File: src/spi_pkg.sv
package spi_pkg;

	// ==========================================================
	// Register map (byte addresses on the AXI4-Lite bus)
	localparam logic [7:0] ADDR_CTRL = 8'h00;
	localparam logic [7:0] ADDR_STAT = 8'h04;
	localparam logic [7:0] ADDR_DATA = 8'h08;

	localparam logic [1:0] RESP_OKAY = 2'h0;
	localparam logic [1:0] RESP_SLVERR = 2'h2;

	// ==========================================================
	// Field layouts
	typedef struct packed {
		logic rate2;
		logic en;
		logic select_pin_disable;
		logic role;
		logic cpol;
		logic cpha;
		logic rate1;
		logic rate0;
	} ctrl_s;

	typedef struct packed {
		logic done;
		logic rsvd;
		logic ovr;
		logic mode_fault_flag;
		logic txe;
		logic spare;
		logic txeie;
		logic modfie;
	} stat_s;

	localparam ctrl_s CTRL_RST = 8'h14;
	localparam stat_s STAT_RST = 8'h08;

	// Usable master rate codes; half an SCK period is 2**code clocks
	localparam logic [2:0] RATE_MIN = 3'h1;
	localparam logic [2:0] RATE_MAX = 3'h6;
	localparam logic [2:0] CNT_LAST = 3'h7;
	localparam logic [3:0] EDGE_LAST = 4'hF;

	typedef enum logic [1:0] {
		X_IDLE = 2'b01,
		X_BUSY = 2'b10
	} xfer_e;

	// Serial pins, as seen after synchronisation
	typedef struct packed {
		logic sck;
		logic mosi;
		logic miso;
		logic ss_n;
	} pins_s;

	typedef struct packed {
		ctrl_s ctrl;
		stat_s stat;
		xfer_e st;
		logic [7:0] txbuf;
		logic [7:0] rxbuf;
		logic [7:0] sh;
		logic inbit;
		logic [2:0] cnt;
		logic [3:0] edges;
		logic [6:0] div;
		logic more;
		logic sck_lvl;
		logic sck_prev;
		logic ss_prev;
		logic sel_active;
		logic first_seen;
		logic done_arm;
		logic mode_fault_flag_arm;
		logic awv;
		logic [7:0] aw_addr;
		logic wv;
		logic [7:0] wdata;
		logic wstb;
		logic bvalid;
		logic [1:0] bresp;
		logic rvalid;
		logic [1:0] rresp;
		logic [31:0] rdata;
	} state_s;

	localparam state_s STATE_RST = '{ctrl: CTRL_RST, stat: STAT_RST, st: X_IDLE, default: '0};

endpackage

File: src/spi_port.sv
`timescale 1ns/1ps
// How it works
// - Four SCK formats picked by polarity and phase bits in the control register.
// - Polarity sets only SCK idle level; data order is unchanged.
// - Phase picks which SCK edges sample and which shift.
// - Phase 0: MSB ready before first edge; SS fall starts the byte.
// - Phase 1: first SCK edge starts the byte; the MSB is already on the line before it.
// - Phase 1 slave takes back-to-back bytes with SS held low.
// - A queued byte follows the current byte with no idle gap.
// - Transmit-empty flag set while buffer free, cleared by a data write.
// - Slave with nothing queued sends back the last received byte.
// - Master mode fault sets flag, requests interrupt, clears enable and role.
// - Mode fault clears on status read with flag set then control write.
// - Master with SS disabled is never faulted and leaves SS alone.
// - Slave faults when SS rises before the byte completes.
// - Slave deselected: MISO released, counter cleared, SCK ignored.
// - Phase-1 slave with SS disabled is always selected and never faulted.
// - Byte arriving while previous unread flags overrun and is dropped.
// - Done flag interrupts when empty-enable clear; empty flag when it is set.
// - Done flag sets per byte; cleared by status read then data access.
// - SS disable affects both roles but not a phase-0 slave.
module spi_port (
	input wire logic aclk,
	input wire logic aresetn,
	input wire logic [7:0] awaddr,
	input wire logic awvalid,
	output logic awready,
	input wire logic [31:0] wdata,
	input wire logic [3:0] wstrb,
	input wire logic wvalid,
	output logic wready,
	output logic [1:0] bresp,
	output logic bvalid,
	input wire logic bready,
	input wire logic [7:0] araddr,
	input wire logic arvalid,
	output logic arready,
	output logic [31:0] rdata,
	output logic [1:0] rresp,
	output logic rvalid,
	input wire logic rready,
	input wire logic sck_in,
	output logic sck_out,
	output logic sck_oe,
	input wire logic mosi_in,
	output logic mosi_out,
	output logic mosi_oe,
	input wire logic miso_in,
	output logic miso_out,
	output logic miso_oe,
	input wire logic ss_n_in,
	output logic irq
);

	spi_pkg::state_s s_ff;
	spi_pkg::state_s nxt_s;
	spi_pkg::pins_s sy;
	logic sel;
	logic slave_on;
	logic s_edge;
	logic m_tick;
	logic ev;
	logic lead;
	logic sample;
	logic shift;
	logic din;
	logic [7:0] rx_byte;
	logic complete;
	logic ss_rise;
	logic ss_fall;
	logic [2:0] rate;
	logic rate_ok;
	logic [6:0] half_m1;
	logic do_wr;
	logic do_rd;
	logic done_clr;

	// ==========================================================
	// Pin synchronisers
	spi_sync #(
		.W(4)
	) u_sync (
		.aclk(aclk),
		.aresetn(aresetn),
		.din({sck_in, mosi_in, miso_in, ss_n_in}),
		.dout(sy)
	);

	// ==========================================================
	// Serial event decode
	assign sel = !sy.ss_n || (s_ff.ctrl.select_pin_disable && s_ff.ctrl.cpha);
	assign slave_on = s_ff.ctrl.en && !s_ff.ctrl.role && !(s_ff.ctrl.select_pin_disable && s_ff.ctrl.cpha);
	// Deselected slave ignores SCK entirely
	assign s_edge = (sy.sck != s_ff.sck_prev) && s_ff.ctrl.en && !s_ff.ctrl.role && sel;
	assign m_tick = (s_ff.st == spi_pkg::X_BUSY) && (s_ff.div == '0);
	assign ev = s_ff.ctrl.role ? m_tick : s_edge;
	// Leading edge leaves the idle level, so polarity only moves the reference
	assign lead = (s_ff.ctrl.role ? !s_ff.sck_lvl : sy.sck) != s_ff.ctrl.cpol;
	assign sample = ev && (lead != s_ff.ctrl.cpha);
	// No shift at count zero: keeps a preloaded MSB in place for either phase
	assign shift = ev && (lead == s_ff.ctrl.cpha) && (s_ff.cnt != '0);
	assign din = s_ff.ctrl.role ? sy.miso : sy.mosi;
	assign rx_byte = {s_ff.sh[6:0], din};
	assign complete = sample && (s_ff.cnt == spi_pkg::CNT_LAST);
	assign ss_rise = sy.ss_n && !s_ff.ss_prev;
	assign ss_fall = !sy.ss_n && s_ff.ss_prev;
	assign rate = {s_ff.ctrl.rate2, s_ff.ctrl.rate1, s_ff.ctrl.rate0};
	assign rate_ok = (rate >= spi_pkg::RATE_MIN) && (rate <= spi_pkg::RATE_MAX);
	assign half_m1 = 7'((8'h01 << rate) - 8'h01);

	// ==========================================================
	// Bus handshake
	assign awready = !s_ff.awv && !s_ff.bvalid;
	assign wready = !s_ff.wv && !s_ff.bvalid;
	assign arready = !s_ff.rvalid;
	assign do_wr = s_ff.awv && s_ff.wv && !s_ff.bvalid;
	assign do_rd = arvalid && !s_ff.rvalid;
	assign done_clr = s_ff.done_arm && ((do_rd && araddr == spi_pkg::ADDR_DATA)
		|| (do_wr && s_ff.aw_addr == spi_pkg::ADDR_DATA));

	// ==========================================================
	// Next state
	always_comb
	begin
		nxt_s = s_ff;
		nxt_s.sck_prev = sy.sck;
		nxt_s.ss_prev = sy.ss_n;

		if (awvalid && awready)
		begin
			nxt_s.awv = 1'b1;
			nxt_s.aw_addr = awaddr;
		end
		if (wvalid && wready)
		begin
			nxt_s.wv = 1'b1;
			nxt_s.wdata = wdata[7:0];
			nxt_s.wstb = wstrb[0];
		end
		if (s_ff.bvalid && bready)
			nxt_s.bvalid = 1'b0;
		if (do_wr)
		begin
			nxt_s.awv = 1'b0;
			nxt_s.wv = 1'b0;
			nxt_s.bvalid = 1'b1;
			nxt_s.bresp = spi_pkg::RESP_OKAY;
			case (s_ff.aw_addr)
				spi_pkg::ADDR_CTRL:
				begin
					if (s_ff.wstb)
						nxt_s.ctrl = spi_pkg::ctrl_s'(s_ff.wdata);
					if (s_ff.mode_fault_flag_arm)
						nxt_s.stat.mode_fault_flag = 1'b0;
					nxt_s.mode_fault_flag_arm = 1'b0;
				end
				spi_pkg::ADDR_STAT:
				begin
					if (s_ff.wstb)
					begin
						nxt_s.stat.spare = s_ff.wdata[2];
						nxt_s.stat.txeie = s_ff.wdata[1];
						nxt_s.stat.modfie = s_ff.wdata[0];
					end
				end
				spi_pkg::ADDR_DATA:
				begin
					if (s_ff.wstb)
					begin
						nxt_s.txbuf = s_ff.wdata;
						nxt_s.stat.txe = 1'b0;
					end
				end
				default:
					nxt_s.bresp = spi_pkg::RESP_SLVERR;
			endcase
		end

		if (s_ff.rvalid && rready)
			nxt_s.rvalid = 1'b0;
		if (do_rd)
		begin
			nxt_s.rvalid = 1'b1;
			nxt_s.rresp = spi_pkg::RESP_OKAY;
			nxt_s.rdata = '0;
			case (araddr)
				spi_pkg::ADDR_CTRL:
					nxt_s.rdata[7:0] = s_ff.ctrl;
				spi_pkg::ADDR_STAT:
				begin
					nxt_s.rdata[7:0] = {s_ff.stat.done, 1'b0, s_ff.stat[5:0]};
					nxt_s.done_arm = s_ff.stat.done;
					nxt_s.mode_fault_flag_arm = s_ff.stat.mode_fault_flag;
					nxt_s.stat.ovr = 1'b0;
				end
				spi_pkg::ADDR_DATA:
					nxt_s.rdata[7:0] = s_ff.rxbuf;
				default:
					nxt_s.rresp = spi_pkg::RESP_SLVERR;
			endcase
		end
		if (done_clr)
		begin
			nxt_s.stat.done = 1'b0;
			nxt_s.done_arm = 1'b0;
		end

		// Hardware events come after the bus so that a set beats a clear
		if (!s_ff.ctrl.en)
		begin
			nxt_s.st = spi_pkg::X_IDLE;
			nxt_s.cnt = '0;
			nxt_s.more = 1'b0;
			nxt_s.first_seen = 1'b0;
			nxt_s.sel_active = 1'b0;
			nxt_s.sck_lvl = s_ff.ctrl.cpol;
		end
		else if (s_ff.ctrl.role)
		begin
			case (s_ff.st)
				spi_pkg::X_IDLE:
				begin
					nxt_s.sck_lvl = s_ff.ctrl.cpol;
					nxt_s.cnt = '0;
					if (!s_ff.stat.txe && rate_ok)
					begin
						nxt_s.sh = s_ff.txbuf;
						nxt_s.stat.txe = 1'b1;
						nxt_s.st = spi_pkg::X_BUSY;
						nxt_s.div = half_m1;
						nxt_s.edges = '0;
						nxt_s.more = 1'b0;
					end
				end
				spi_pkg::X_BUSY:
				begin
					nxt_s.more = !s_ff.stat.txe;
					if (m_tick)
					begin
						nxt_s.div = half_m1;
						nxt_s.sck_lvl = !s_ff.sck_lvl;
						nxt_s.edges = s_ff.edges + 4'h1;
						if (s_ff.edges == spi_pkg::EDGE_LAST)
						begin
							// A queued byte goes out on the very next edge
							if (!s_ff.stat.txe)
							begin
								nxt_s.sh = s_ff.txbuf;
								nxt_s.stat.txe = 1'b1;
							end
							else
								nxt_s.st = spi_pkg::X_IDLE;
						end
					end
					else
						nxt_s.div = s_ff.div - 7'h01;
				end
				default:
					nxt_s.st = spi_pkg::X_IDLE;
			endcase
			// Another controller pulling SS low: step back at once
			if (!s_ff.ctrl.select_pin_disable && !sy.ss_n)
			begin
				nxt_s.stat.mode_fault_flag = 1'b1;
				nxt_s.ctrl.en = 1'b0;
				nxt_s.ctrl.role = 1'b0;
				nxt_s.st = spi_pkg::X_IDLE;
			end
		end
		else
		begin
			if (!sel)
			begin
				nxt_s.cnt = '0;
				nxt_s.first_seen = 1'b0;
				nxt_s.sel_active = 1'b0;
			end
			else
			begin
				// The closing edge of a finished byte must not re-arm the fault check
				if ((ss_fall && slave_on) || (s_edge && s_ff.cnt != '0))
					nxt_s.sel_active = 1'b1;
				if (s_edge && s_ff.ctrl.cpha && s_ff.cnt == '0)
					nxt_s.first_seen = 1'b1;
				// Preload before the first edge so the MSB is already on MISO
				if (s_ff.cnt == '0 && !s_ff.first_seen && !s_edge && !s_ff.stat.txe)
				begin
					nxt_s.sh = s_ff.txbuf;
					nxt_s.stat.txe = 1'b1;
				end
			end
			if (slave_on && ss_rise && s_ff.sel_active)
				nxt_s.stat.mode_fault_flag = 1'b1;
		end

		if (shift)
			nxt_s.sh = {s_ff.sh[6:0], s_ff.inbit};
		if (sample)
		begin
			nxt_s.inbit = din;
			nxt_s.cnt = s_ff.cnt + 3'h1;
		end
		if (complete)
		begin
			nxt_s.first_seen = 1'b0;
			nxt_s.sel_active = 1'b0;
			if (nxt_s.stat.done)
				nxt_s.stat.ovr = 1'b1;
			else
				nxt_s.rxbuf = rx_byte;
			nxt_s.stat.done = 1'b1;
			if (!s_ff.ctrl.role)
			begin
				if (!s_ff.stat.txe)
				begin
					nxt_s.sh = s_ff.txbuf;
					nxt_s.stat.txe = 1'b1;
				end
				else
					nxt_s.sh = rx_byte;
			end
		end
	end

	always_ff @(posedge aclk)
	begin
		if (!aresetn)
			s_ff <= spi_pkg::STATE_RST;
		else
			s_ff <= nxt_s;
	end

	// ==========================================================
	// Outputs
	assign bvalid = s_ff.bvalid;
	assign bresp = s_ff.bresp;
	assign rvalid = s_ff.rvalid;
	assign rresp = s_ff.rresp;
	assign rdata = s_ff.rdata;
	assign sck_out = s_ff.sck_lvl;
	assign sck_oe = s_ff.ctrl.en && s_ff.ctrl.role;
	assign mosi_out = s_ff.sh[7];
	assign mosi_oe = s_ff.ctrl.en && s_ff.ctrl.role;
	assign miso_out = s_ff.sh[7];
	assign miso_oe = s_ff.ctrl.en && !s_ff.ctrl.role && sel;
	assign irq = (s_ff.stat.done && !s_ff.stat.txeie) || (s_ff.stat.txe && s_ff.stat.txeie)
		|| (s_ff.stat.mode_fault_flag && s_ff.stat.modfie);

	// ==========================================================
	// Checks
	a_miso_release: assert property (@(posedge aclk) disable iff (!aresetn)
		sy.ss_n && !(s_ff.ctrl.select_pin_disable && s_ff.ctrl.cpha) |-> !miso_oe)
		else $error("MISO driven while deselected");
	a_mode_fault_flag_disables: assert property (@(posedge aclk) disable iff (!aresetn)
		$rose(s_ff.stat.mode_fault_flag) && $past(s_ff.ctrl.role) |-> !s_ff.ctrl.en && !s_ff.ctrl.role)
		else $error("Master fault left port enabled");
	a_select_pin_disable_no_fault: assert property (@(posedge aclk) disable iff (!aresetn)
		s_ff.ctrl.en && s_ff.ctrl.role && s_ff.ctrl.select_pin_disable && !s_ff.stat.mode_fault_flag |=> !s_ff.stat.mode_fault_flag)
		else $error("Fault with select disabled");
	a_ovr_keeps_data: assert property (@(posedge aclk) disable iff (!aresetn)
		complete && s_ff.stat.done && !done_clr |=> s_ff.stat.ovr && $stable(s_ff.rxbuf))
		else $error("Overrun lost the unread byte");
	a_done_on_byte: assert property (@(posedge aclk) disable iff (!aresetn)
		complete |=> s_ff.stat.done)
		else $error("Done flag missing after byte");
	a_txe_on_write: assert property (@(posedge aclk) disable iff (!aresetn)
		do_wr && s_ff.aw_addr == spi_pkg::ADDR_DATA && s_ff.wstb && !s_ff.ctrl.en |=> !s_ff.stat.txe)
		else $error("Data write left buffer empty");
	a_mode_fault_flag_irq: assert property (@(posedge aclk) disable iff (!aresetn)
		s_ff.stat.mode_fault_flag && s_ff.stat.modfie |-> irq)
		else $error("Fault request not merged");
	c_slave_byte: cover property (@(posedge aclk) disable iff (!aresetn)
		complete && !s_ff.ctrl.role);
	c_master_queue: cover property (@(posedge aclk) disable iff (!aresetn)
		m_tick && s_ff.edges == spi_pkg::EDGE_LAST && s_ff.more);
	c_mode_fault: cover property (@(posedge aclk) disable iff (!aresetn)
		$rose(s_ff.stat.mode_fault_flag));

endmodule

File: src/spi_sync.sv
`timescale 1ns/1ps
module spi_sync #(
	parameter int W = 4
) (
	input wire logic aclk,
	input wire logic aresetn,
	input wire logic [W-1:0] din,
	output logic [W-1:0] dout
);

	typedef struct packed {
		logic [W-1:0] second;
		logic [W-1:0] first;
	} sync_s;

	sync_s s_ff;
	sync_s nxt_s;

	// The first stage feeds only the second; nothing else may look at it
	always_comb
	begin
		nxt_s.first = din;
		nxt_s.second = s_ff.first;
	end

	always_ff @(posedge aclk)
	begin
		if (!aresetn)
			s_ff <= '0;
		else
			s_ff <= nxt_s;
	end

	assign dout = s_ff.second;

endmodule

File: config.mk
export PLATFORM = sky130hd
export DESIGN_NAME = spi_port
export DESIGN_NICKNAME = d
export VERILOG_FILES = /design/src/spi_pkg.sv /design/src/spi_port.sv /design/src/spi_sync.sv
export SDC_FILE = /design/constraint.sdc
export NUM_CORES = 1
export LEC_CHECK = 0
export BUFFER_PORTS_ARGS = -buffer_cell sky130_fd_sc_hd__buf_2
export CORE_MARGIN = 3
export CORE_UTILIZATION = 59
export DETAILED_ROUTE_END_ITERATION = 8
export GPL_ROUTABILITY_DRIVEN = 0
export PLACE_DENSITY = 0.85
export SLEW_MARGIN = 30
export SYNTH_ARGS = -nofsm -noshare
export SYNTH_HDL_FRONTEND = slang
export SYNTH_HIERARCHICAL = 1
export SYNTH_SLANG_ARGS = --single-unit
export TNS_END_PERCENT = 30
File: constraint.sdc
create_clock -name aclk -period 4.1 [get_ports aclk]
set_input_delay 0.41 -clock aclk [delete_from_list [all_inputs] [get_ports aclk]]
set_output_delay 0.41 -clock aclk [all_outputs]
set_load 0.03 [all_outputs]
* Word-level counts from Yosys, hierarchy flattened *
Index checks and enable logic that the tools add are counted.

operators by class
  $add $sub $neg = 4
  $lt $le $gt $ge = 2
  eq/ne operators = 25
  shifts and indexed selects = 1
  multiplexer cells = 85
  bitwise logic cells = 4
  reduce and logical (&&, ||, !) cells = 87

operators with widths
  operator                                              count
  two-way mux 8 bit                                     12
  logical AND 1 bit                                     42
  two-way mux 1 bit                                     40
  two-way mux 35 bit                                    1
  two-way mux 7 bit                                     4
  case mux 13 bit (2 select lines)                      1
  two-way mux 3 bit                                     8
  case mux 8 bit (3 select lines)                       1
  two-way mux 2 bit                                     11
  equality test 8 x 3 -> 1 bit (second input constant)  2
  equality test 8 x 4 -> 1 bit (second input constant)  2
  zero test 8 bit                                       2
  case mux 8 bit (2 select lines)                       1
  zero test 1 bit                                       14
  subtractor 7 x 1 -> 7 bit (second input constant)     2
  two-way mux 12 bit                                    1
  AND reduction 2 bit                                   6
  AND reduction 3 bit                                   4
  AND reduction 5 bit                                   2
  two-way mux 9 bit                                     1
  OR reduction 3 bit                                    3
  zero test 7 bit                                       1
  left shift 1 x 3 -> 7 bit (first input constant)      1
  inequality test 2 bit (second input constant)         3
  other kinds (27)                                      43

storage, ports and cells
  register bits after elaboration = 104
  input bits = 63

* Depth between registers and ports, before layout *
  depth in word-level cells = 14
  depth in mapped cells = 10

* By module *
Netlist, hierarchy kept.

modules (own cells, without submodules)
  module    times used  cells each  area each (µm²)
  spi_port  1           626         5,086.1
  spi_sync  1           16          210.2

* Least setup slack after synthesis *
No wires, ideal clock.

  path kind = reg2reg
  from = register s_ff[65] (netlist name)
  to = register s_ff[89] (netlist name)
  setup time = 0.116 ns
  arrival time = 2.355 ns
  path slack = 1.629 ns
  stages on the path, launching flop included = 9
  path buffers = 1
  clock period less this slack = 2.471 ns
  cells stage by stage = dfxtp_1 -> inv_1 -> ha_1 -> or3b_2 -> or4_4 -> a2bb2oi_2 -> nand3_2 -> buf_2 -> a31o_2

on the way
  word-level cells in the longest chain between the ends = 6

ends and longest elaborated chain
  what                                  RTL line         text
  start, declared                       spi_port.sv:55   spi_pkg::state_s s_ff;
  start signal, assigned                spi_port.sv:328  s_ff <= spi_pkg::STATE_RST;
  start signal, assigned                spi_port.sv:330  s_ff <= nxt_s;
  zero test 7 bit                       spi_port.sv:95   assign m_tick = (s_ff.st == spi_pkg::X_BUSY) && (s_ff.div == '0);
  logical AND 1 bit                     spi_port.sv:95
  two-way mux 1 bit                     spi_port.sv:96   assign ev = s_ff.ctrl.role ? m_tick : s_edge;
  logical AND 1 bit                     spi_port.sv:99   assign sample = ev && (lead != s_ff.ctrl.cpha);
  logical AND 1 bit                     spi_port.sv:104  assign complete = sample && (s_ff.cnt == spi_pkg::CNT_LAST);
  AND reduction 2 bit (no source line)  --

Every way passes these cells.
A chain may end at the register's enable or synchronous reset.

* Final worst setup path *
  from = register s_ff[104] (netlist name)
  to = register s_ff[93] (netlist name)

on the way
  word-level cells in the longest chain between the ends = 6

ends and longest elaborated chain
  what                                  RTL line
  equality test 2 bit                   spi_port.sv:95
  logical AND 1 bit                     spi_port.sv:95
  two-way mux 1 bit                     spi_port.sv:96
  logical AND 1 bit                     spi_port.sv:99
  logical AND 1 bit                     spi_port.sv:104
  AND reduction 2 bit (no source line)  --

Every way passes these cells.

==> results.yml <==
layout:
  layout_common_cells: "nand2_1, dfxtp_1, buf_2"
  area_delta_synth_final_pct: 6.024
  antenna_cells: 0
  finalNonFillerCells: 775
  final_nets: 737
  drive_above_1_share: 0.1448
  final_common_cell: "nand2_1"
  fillCellCount: 697
  fin_area_sq_um: 5615
  utilization: 0.6634
  multi_input_area_sq_um: 2870
  ff_latch_area_sq_um: 2042
route:
  drt-pass1-iter-count: 5
  drcViolationCount: 0
  drt_iter0_drc: 286
  antenna_left: 0
  drt-wirelength-per-cell_um: 15.12
  via_per_inst: 5.795
  drt-total-wl_mm: 11.72
  vias: 4491
cts:
  clk_pin_slew_ns: 0.11
  insertion_delay_ns: 0.37
  ctsHoldBuffers: 0
  numCtsBuffers: 9
  cts_buffer_depth: 2
  cts_resized: 0
  cts_tree: "built"
  cts_root_buffer: "clkbuf_8"
  h-tree-depth: 3
  clock_sinks: 102
  post_cts_buffers: 0
placed_design:
  dp_hpwl_mm: 8.592
  port_buffers: 57
  place_area_sq_um: 5420
  dp.cells: 759
  dp_slack_ns: 1.322
sta:
  fin_crit_ns: 2.872
  setup-tns-final_ns: 0
  max_freq_mhz: 348.2
  fin_skew_ns: 0.01613
  hold_viol: 0
  relSlewSlack: 0.4689
  rsz0062_at_grt: "no"
  worst_slack_ns: 1.228
  setup_viol: 0
  worstMarginPinSlew_ns: 0.7913
  period_share: 0.7006
  maxSlewViolCount: 0
run_status:
  status: "finished, final reports clean"
global_routing:
  grt_pass1_wl_mm: 19.09
  antenna_found_initial: 0
  grt_pass1_vias: 4064
  grt-ovfl-total: 0
  grt_usage: 0.2309
  grt_max_degree: 87
worst_hold_path:
  hold_class: "in -> reg"
die:
  io_pins: 111
  coreArea_sq_um: 8464
  fp.dieH_um: 100.7
  die-area_sq_um: 10150
  die_x_um: 100.7
  num_rows: 33
  start_util: 0.6257
worst_setup_path:
  setup.worst_path.end_class: "flop"
  cp_data_required_time_ns: 4.37
  cp-start-kind: "flop"
  path_class: "reg -> reg"
  path_max_fanout: 16
  crit_arrival_ns: 3.14
synthesis:
  synth_top_area_share: 0.3855
  ys_types: 66
  synthArstFlopShare: 0
  avgSynthCellArea_sq_um: 8.250
  synth_warnings: 6
  postSynthCellCount: 642
  yosys-top-cells-area: "dfxtp_1, nand2_1, buf_4"
  synth-edff-count: 0
  synth_area_sq_um: 5296
  ys_ff_latch: 102
  seq_area_frac_synth: 0.3855
  synthFlopType: "dfxtp_1"
  synth_area_leader_cell: "dfxtp_1"
power:
  switching_share: 0.2773
  combPwrFrac: 0.085
  power.net_switching_w: 0.0004982
  leakage_nw: 2.250
  ir_drop_mv: 0.2697
  clockPowerShare: 0.342
  seqPwrFrac: 0.572
  p_per_area_nw_per_um2: 320.0
  p_int_w: 0.001299
flow_run:
  cap_violations: 0
metrics by stage:
stage	power (W)	hold WS, ns
after global routing	0.001861	0.2325
final	0.001797	0.2403
after floorplan	0.001182	0.4057
after detailed placement	0.001204	0.4152
after global placement	0.001199	0.4116
after CTS	0.001806	0.2351
registers in the layout, indices dropped and copies added, names as in the netlist:
register and cells:
s_ff 70, rresp 1, rx_byte 7, bresp 1, rate 3, sck_out 1
bvalid 1, rdata 8, u_sync/nxt_s 4, rvalid 1, miso_out 1, u_sync/dout 4
routing by layer:
| metal | vias up | GRT usage | part of all wire |
|---|---|---|---|
| met5 | - | 0 | 0 |
| met4 | 0 | 0.05492 | 0.0091 |
| met3 | 10 | 0.04844 | 0.061 |
| met2 | 140 | 0.3782 | 0.49 |
| met1 | 2117 | 0.3121 | 0.44 |
| li1 | 2224 | - | - |
layout make-up:
type,instances,share of cell area
Sequential cell,102,0.3636
Timing Repair Buffer,59,0.05570
Multi-Input combinational cell,474,0.5111
Tap cell,105,0.02340
Clock buffer,10,0.02273
Clock inverter,6,0.01070
Inverter,19,0.01270
power groups by stage:
stage | Combinational [W] | Clock (W) | Sequential (W)
finish | 0.000153 | 0.000615 | 0.00103
global route | 0.000169 | 0.000661 | 0.00103
CTS | 0.000153 | 0.000625 | 0.00103
detailed placement | 0.000153 | 0 | 0.00105
global placement | 0.000149 | 0 | 0.00105
floorplan | 0.000135 | 0 | 0.00105
cell families (layout without fill, tap and decap cells):
| family | Yosys count | in the layout | synth area share |
|---|---|---|---|
| buffers and inverters | 91 | 94 | 0.09166 |
| AO/OA/AOI/OAI | 153 | 153 | 0.2181 |
| other | 1 | 26 | 0.0007080 |
| multiplexers | 19 | 19 | 0.03614 |
| adder cells (fa/ha/maj) | 9 | 9 | 0.02126 |
| XOR/XNOR | 4 | 4 | 0.006616 |
| flip-flops | 102 | 102 | 0.3855 |
| AND/OR/NAND/NOR | 263 | 263 | 0.2400 |
critical path, cell delays in order, from the launching register on:
cell and delay (ns):
dfxtp_1 0.33, inv_1 0.07, ha_1 0.40, inv_1 0.22, or4_4 0.60, a2bb2oi_2 0.45, nand3_2 0.35, a31o_2 0.35
cells in the mapped netlist (3+ instances only):
master,number
o221ai_1,7
xnor2_1,3
buf_1,3
nor2b_1,30
a211oi_1,5
a31oi_1,3
a31o_2,8
nand2b_1,3
nor4_1,4
a21oi_1,15
nor2_1,40
buf_4,38
nor3_1,12
o21a_1,8
o21ai_0,21
and2_1,17
nor3b_1,4
nand3b_1,4
dfxtp_1,102
clkbuf_1,30
nand3_1,12
ha_1,9
o211a_1,4
a22oi_1,17
inv_1,19
a21o_1,3
nand2_1,116
nor4b_1,3
nand4_1,4
mux2i_1,18
a21boi_0,36
final timing paths:
path / from / endpoint / slack, ns / depth (start not counted)
max: s_ff[104]$_SDFFE_PN1P_ / s_ff[93]$_SDFFE_PN0P_ / 1.23 / 7
min reg2reg: u_sync/nxt_s[6]$_SDFF_PN0_ / u_sync/dout[2]$_SDFF_PN0_ / 0.44 / 1
max reg2reg: s_ff[104]$_SDFFE_PN1P_ / s_ff[93]$_SDFFE_PN0P_ / 1.23 / 7
min: mosi_in / u_sync/nxt_s[6]$_SDFF_PN0_ / 0.24 / 2
(Power assumes the default switching activity.)
